<file path="src/cbx_regs.svh">
// Encoding, addressing and reset constants for the branch and bit-clear unit
`ifndef CBX_REGS_SVH
`define CBX_REGS_SVH
`define CBX_BC_OPCODE 8'hE2
`define CBX_BCF_OPCODE 4'h9
`define CBX_OP_HI_POS 15
`define CBX_BC_OP_LO_POS 8
`define CBX_BCF_OP_LO_POS 12
`define CBX_BIT_HI_POS 11
`define CBX_BIT_LO_POS 9
`define CBX_ACC_POS 8
`define CBX_LIT_HI_POS 7
`define CBX_LIT_LO_POS 0
`define CBX_INDEX_LIMIT 8'h5F
`define CBX_ACCESS_SPLIT 8'h60
`define CBX_ACCESS_LOW_BANK 4'h0
`define CBX_ACCESS_HIGH_BANK 4'hF
`define CBX_PC_STEP 2
`define CBX_PC_RESET 21'h000000
`define CBX_ADDR_RESET 12'h000
`define CBX_DATA_RESET 8'h00
`endif
</file>
<file path="src/cbx_pkg.sv">
// Types shared by the branch and bit-clear unit
package cbx_pkg;
  typedef enum logic [3:0] {
    PH_Q1 = 4'h1,
    PH_Q2 = 4'h2,
    PH_Q3 = 4'h4,
    PH_Q4 = 4'h8
  } cbx_phase_t;

  typedef struct packed {
    logic is_branch_on_carry_set;
    logic is_clear_single_register_bit;
    logic [2:0] bit_idx;
    logic acc;
    logic [7:0] lit;
  } cbx_dec_t;
endpackage

</file>
<file path="src/cbx_addr_resolve.sv">
// Resolves an 8-bit register operand into a 12-bit data address
`timescale 1ns/1ns
`include "cbx_regs.svh"
module cbx_addr_resolve (
  // Operand
  input wire logic acc,
  input wire logic [7:0] f,
  // Addressing context
  input wire logic [3:0] bank_selection_register,
  input wire logic ext_en,
  input wire logic [11:0] index_base,
  // Result
  output logic [11:0] addr
);
  always_comb begin
    if (acc) begin
      addr = {bank_selection_register, f}; // [RL7]
    end else if (ext_en && (f <= `CBX_INDEX_LIMIT)) begin
      addr = index_base + {4'h0, f}; // [RL8]
    end else if (f < `CBX_ACCESS_SPLIT) begin
      addr = {`CBX_ACCESS_LOW_BANK, f}; // [RL6]
    end else begin
      addr = {`CBX_ACCESS_HIGH_BANK, f}; // [RL6]
    end
  end
endmodule

</file>
<file path="src/cbx_exec.sv">
// Execution unit for branch on carry set and single register bit clear
`timescale 1ns/1ns
`include "cbx_regs.svh"
// Behaviour
// RL1 - Branch only on carry; else next instruction
// RL2 - Signed offset doubled and added to PC
// RL3 - Target is instruction address plus two plus 2n
// RL4 - Taken branch adds one all-idle cycle
// RL5 - Bit clear forces chosen register bit zero
// RL6 - Access flag zero selects access bank
// RL7 - Access flag one uses bank selection register
// RL8 - Extended set, low address: indexed literal offset
module cbx_exec #(
  parameter int PC_W = 21
) (
  // Clock and reset
  input wire logic MCLK,
  input wire logic SYS_RST,
  // Instruction stream and core state
  input wire logic [15:0] INSTR,
  input wire logic CARRY,
  input wire logic EXT_EN,
  input wire logic [3:0] BSR_IN,
  input wire logic [11:0] INDEX_BASE,
  // Program counter and phase
  output logic [PC_W-1:0] PC_OUT,
  output logic [3:0] Q_PHASE,
  output logic NOP_CYCLE,
  // Data memory
  output logic [11:0] DMEM_ADDR,
  output logic DMEM_RD,
  input wire logic [7:0] DMEM_RDATA,
  output logic DMEM_WR,
  output logic [7:0] DMEM_WDATA
);
  cbx_pkg::cbx_phase_t phase_reg;
  cbx_pkg::cbx_dec_t dec_reg;
  cbx_pkg::cbx_dec_t dec_next;
  logic carry_reg;
  logic flush_reg;
  logic [PC_W-1:0] pc_reg;
  logic [PC_W-1:0] offset2;
  logic [11:0] addr_next;
  logic [11:0] addr_reg;
  logic rd_reg;
  logic wr_reg;
  logic [7:0] wdata_reg;
  logic taken;

  // Instruction decode
  always_comb begin
    dec_next = '0;
    dec_next.is_branch_on_carry_set =
      (INSTR[`CBX_OP_HI_POS:`CBX_BC_OP_LO_POS] == `CBX_BC_OPCODE);
    dec_next.is_clear_single_register_bit =
      (INSTR[`CBX_OP_HI_POS:`CBX_BCF_OP_LO_POS] == `CBX_BCF_OPCODE); // [RL5]
    dec_next.bit_idx = INSTR[`CBX_BIT_HI_POS:`CBX_BIT_LO_POS];
    dec_next.acc = INSTR[`CBX_ACC_POS];
    dec_next.lit = INSTR[`CBX_LIT_HI_POS:`CBX_LIT_LO_POS];
  end

  // Sign-extended doubled literal
  assign offset2 = PC_W'({{(PC_W-9){dec_reg.lit[7]}}, dec_reg.lit, 1'b0}); // [RL2]
  assign taken = dec_reg.is_branch_on_carry_set && carry_reg && !flush_reg; // [RL1]

  cbx_addr_resolve u_resolve (
    .acc(dec_reg.acc),
    .f(dec_reg.lit),
    .bank_selection_register(BSR_IN),
    .ext_en(EXT_EN),
    .index_base(INDEX_BASE),
    .addr(addr_next)
  );

  // Four-phase sequencer
  always_ff @(posedge MCLK or posedge SYS_RST) begin
    if (SYS_RST) begin
      phase_reg <= cbx_pkg::PH_Q1;
    end else begin
      unique case (phase_reg)
        cbx_pkg::PH_Q1: phase_reg <= cbx_pkg::PH_Q2;
        cbx_pkg::PH_Q2: phase_reg <= cbx_pkg::PH_Q3;
        cbx_pkg::PH_Q3: phase_reg <= cbx_pkg::PH_Q4;
        cbx_pkg::PH_Q4: phase_reg <= cbx_pkg::PH_Q1;
      endcase
    end
  end

  // Decode latch; a flushed cycle decodes nothing
  always_ff @(posedge MCLK or posedge SYS_RST) begin
    if (SYS_RST) begin
      dec_reg <= '0;
      carry_reg <= 1'b0;
    end else if (phase_reg == cbx_pkg::PH_Q1) begin
      dec_reg <= flush_reg ? '0 : dec_next; // [RL4]
      carry_reg <= CARRY;
    end
  end

  // Refill cycle after a taken branch
  always_ff @(posedge MCLK or posedge SYS_RST) begin
    if (SYS_RST) begin
      flush_reg <= 1'b0;
    end else if (phase_reg == cbx_pkg::PH_Q4) begin
      flush_reg <= taken; // [RL4]
    end
  end

  // Program counter
  always_ff @(posedge MCLK or posedge SYS_RST) begin
    if (SYS_RST) begin
      pc_reg <= PC_W'(`CBX_PC_RESET);
    end else if (phase_reg == cbx_pkg::PH_Q1 && !flush_reg) begin
      pc_reg <= pc_reg + PC_W'(`CBX_PC_STEP); // [RL3]
    end else if (phase_reg == cbx_pkg::PH_Q4 && taken) begin
      pc_reg <= pc_reg + offset2; // [RL2] [RL3]
    end
  end

  // Data address and read strobe
  always_ff @(posedge MCLK or posedge SYS_RST) begin
    if (SYS_RST) begin
      addr_reg <= `CBX_ADDR_RESET;
      rd_reg <= 1'b0;
    end else if (phase_reg == cbx_pkg::PH_Q2) begin
      rd_reg <= dec_reg.is_clear_single_register_bit;
      if (dec_reg.is_clear_single_register_bit) begin
        addr_reg <= addr_next; // [RL6] [RL7] [RL8]
      end
    end else begin
      rd_reg <= 1'b0;
    end
  end

  // Bit clear data path
  always_ff @(posedge MCLK or posedge SYS_RST) begin
    if (SYS_RST) begin
      wdata_reg <= `CBX_DATA_RESET;
    end else if (rd_reg) begin
      wdata_reg <= DMEM_RDATA & ~(8'h01 << dec_reg.bit_idx); // [RL5]
    end
  end

  // Write strobe in Q4
  always_ff @(posedge MCLK or posedge SYS_RST) begin
    if (SYS_RST) begin
      wr_reg <= 1'b0;
    end else begin
      wr_reg <= (phase_reg == cbx_pkg::PH_Q3) && dec_reg.is_clear_single_register_bit;
    end
  end

  assign PC_OUT = pc_reg;
  assign Q_PHASE = phase_reg;
  assign NOP_CYCLE = flush_reg;
  assign DMEM_ADDR = addr_reg;
  assign DMEM_RD = rd_reg;
  assign DMEM_WR = wr_reg;
  assign DMEM_WDATA = wdata_reg;
endmodule

</file>
<file path="config.mk">
export PLATFORM = sky130hd
export DESIGN_NAME = cbx_exec
export DESIGN_NICKNAME = d
export VERILOG_FILES = /design/src/cbx_pkg.sv /design/src/cbx_addr_resolve.sv /design/src/cbx_exec.sv
export VERILOG_INCLUDE_DIRS = /design/src
export SDC_FILE = /design/constraint.sdc
export NUM_CORES = 1
export LEC_CHECK = 0
export ABC_AREA = 1
export BUFFER_PORTS_ARGS = -buffer_cell sky130_fd_sc_hd__buf_2
export CAP_MARGIN = 0
export CORE_ASPECT_RATIO = 2
export CORE_UTILIZATION = 40
export DETAILED_ROUTE_END_ITERATION = 10
export GPL_ROUTABILITY_DRIVEN = 0
export GPL_TIMING_DRIVEN = 1
export SLEW_MARGIN = 30
export SYNTH_ARGS = -nofsm -noshare
export SYNTH_HDL_FRONTEND = slang
export SYNTH_SLANG_ARGS = --single-unit
</file>
<file path="constraint.sdc">
create_clock -name MCLK -period 4.4 [get_ports MCLK]
set_input_delay 0.66 -clock MCLK [delete_from_list [all_inputs] [get_ports MCLK]]
set_output_delay 0.66 -clock MCLK [all_outputs]
set_load 0.005 [all_outputs]
</file>
==> results_dict.tcl <==
set metrics [dict create \
    post_cts_buffers 0 \
    overflow 0 \
    syn_nets 608 \
    worstReg2RegEnd "PC_OUT[17]" \
    slew_viol_final 0 \
    p_seq_share_pct 38.9 \
    cp_slowest_cell "dfrtp_1" \
    cp.arrival_ns 3.10 \
    critPathMaxFanout 23 \
    first_pass_iters 5 \
    h-tree-depth 3 \
    nets 697 \
    r2r_slack_ns 1.52 \
    insertion_delay_ns 0.33 \
    tightest_slew_ns 0.748 \
    largest_reg_flops 20 \
    row_count 51 \
    avgSynthCellArea_sq_um 7.40 \
    cap_violations 0 \
    critical_path_class "reg2reg" \
    remaining_drc_errors 0 \
    synthFlopType "dfrtp_1" \
    dp.cells 757 \
    avgRoutedWirePerCell_microns 15.2 \
    clock-sinks 62 \
    cts_buffers 9 \
    grt_pass1_wl_microns 19100 \
    period_share_pct 65.5 \
    synth_most_common_cell "nand2_1" \
    synth_edf_count 0 \
    dr.first_iter.drc_count 151 \
    setup_violations 0 \
    rsz0062_at_grt "no" \
    startpoint_type "flip-flop" \
    leakage_nw 2.61 \
    ir_drop_v 0.000257 \
    p_sw_mw 0.516 \
    hp-class "in2async" \
    ant_nets 0 \
    ys_seq_area_share_pct 38.3 \
    io_buffers 90 \
    crit_chain "inv_1, nand3_4, nand2_1, inv_1, ha_1, nand2_1, nor2_1, nand2_1, nand3_1, nand2_1, nand2_1, nand3_1, nor2_1, nand2_1, nand2_1, nand2_1, nand3_1, nand2_1" \
    cts_resized 0 \
    ys_seq_elements 62 \
    ys_types 45 \
    cts_buffer_depth 2 \
    antenna_found_initial 0 \
    synthToLayoutAreaGrowth_pct 20.6 \
    grt_pass1_vias 4078 \
    ioPinCount 92 \
    place_ws_ns 1.53 \
    p_per_area_mw_per_mm2 352 \
    async_reset_ff_share_pct 100 \
    viasPerCell 5.16 \
    placed_area_sq_mm 0.00459 \
    start_util_pct 41.5 \
    fin_ws_ns 1.52 \
    syn_area_sq_mm 0.00405 \
    vias 3985 \
    synthTopCellsByArea "dfrtp_1, nand2_1, inv_1" \
    core-area_sq_mm 0.00976 \
    final_cells 773 \
    synth_common_cells "nand2_1, inv_1, dfrtp_1" \
    diodes 0 \
    track_usage_pct 24.2 \
    end_kind "flip-flop" \
    period_needed_ns 2.88 \
    grt_max_degree 40 \
    yosysTopAreaCell "dfrtp_1" \
    hold_violations 0 \
    combPwrFrac_pct 20.5 \
    r2r_cells 18 \
    r2r_start "NOP_CYCLE" \
    fmaxAchievable_mhz 347 \
    sw_frac_of_total_pct 30.0 \
    postCtsHoldBufs 0 \
    fin_tns_setup_ns 0 \
    dp_hpwl_microns 9130 \
    status "completed" \
    max_stage_delay_ns 0.37 \
    ys_warn_count 0 \
    fp.dieH_microns 144 \
    die_area_sq_mm 0.0106 \
    die_width_microns 73.2 \
    drive_above_1_share_pct 20.0 \
    cts_tree "done" \
    max_slew_margin_pct 50.1 \
    design_area_sq_mm 0.00489 \
    routed_wl_microns 11700 \
    clkTransAtPathRegs_ns 0.06 \
    cp_data_required_time_ns 4.62 \
    synth_top_cell_area_share_pct 37.7 \
    syn_inst 547 \
    cpMostUsedCell "nand2_1" \
    cts_root_buffer "clkbuf_16" \
    p_int_mw 1.20 \
    power.share.clock_pct 40.6 \
    clock_skew_ns 0.00588 \
]
## cell families after synthesis
kind of cell | Yosys count | share of synthesized area (%)
AO/OA/AOI/OAI | 109 | 15.7
flip-flops | 62 | 38.3
other | 1 | 0.0926
XOR/XNOR | 14 | 3.95
AND/OR/NAND/NOR | 250 | 26.8
adder cells (fa/ha/maj) | 17 | 5.62
buffers and inverters | 94 | 9.55
## placed cells by master, fill, tap and decap left out, drive strengths merged
cell	n
nand2	155
buf	92
inv	79
dfrtp	61
o21ai	56
nand3	47
nor2	39
a21oi	24
ha	15
xor2	11
clkbuf	10
o311ai	8
o41ai	4
a41oi	4
xnor2	3
o22ai	3
nand4	3
clkinvlp	3
clkinv	3
or2	2
a31oi	2
a2bb2oi	2
a21o	2
fa	2
nor4	2
dfstp	1
o21bai	1
a21boi	1
nor3	1
nand3b	1
o211ai	1
o31ai	1
conb	1
bufinv	1
## routing by layer
| layer | global-route usage (%) | part of all wire (%) |
|---|---|---|
| met4 | 15.1 | 4.3 |
| met1 | 24.1 | 36 |
| met5 | 0 | 0 |
| met3 | 3.83 | 3.0 |
| met2 | 45.1 | 57 |
## critical path, delay by kind of cell (launching register included)
kind / cells / cell delay [ns]
flip-flops: 1 / 0.37
adder cells (fa/ha/maj): 1 / 0.35
AND/OR/NAND/NOR: 15 / 1.71
buffers and inverters: 2 / 0.35
## metrics by stage
stage	hold slack, ns	power (mW)	util (%)
after floorplan	0.449	0.897	-
after global placement	0.460	1.02	47.1
after detailed placement	0.465	1.03	47.1
after CTS	0.403	1.74	50.0
after global routing	0.420	1.82	50.0
final	0.390	1.72	50.0
## worst max path at each step
| stage | endpoint | slack [ns] | start | depth (start not counted) |
|---|---|---|---|---|
| after floorplan | PC_OUT[17] | 1.78 | Q_PHASE[0] | 21 |
| after global placement | PC_OUT[17] | 1.59 | NOP_CYCLE | 18 |
| after detailed placement | PC_OUT[17] | 1.53 | NOP_CYCLE | 18 |
| after CTS | PC_OUT[17] | 1.52 | NOP_CYCLE | 18 |
| after global routing | PC_OUT[19] | 1.22 | NOP_CYCLE | 18 |
| final | PC_OUT[17] | 1.52 | NOP_CYCLE | 18 |
## final cells by class
type	instances	area, sq um
repair buffers	92	465
fillers	999	4880
well taps	132	165
clock inverters	6	62.6
clock buffers	10	229
multi-input cells	391	2110
flip-flops and latches	62	1550
inverters	80	300
## power groups by stage
stage | Clock, mW | Combinational [mW] | Sequential [mW]
floorplan | 0 | 0.228 | 0.669
CTS | 0.715 | 0.356 | 0.670
finish | 0.699 | 0.352 | 0.669
global placement | 0 | 0.346 | 0.678
global route | 0.736 | 0.405 | 0.676
detailed placement | 0 | 0.355 | 0.678
(Power assumes the default switching activity.)
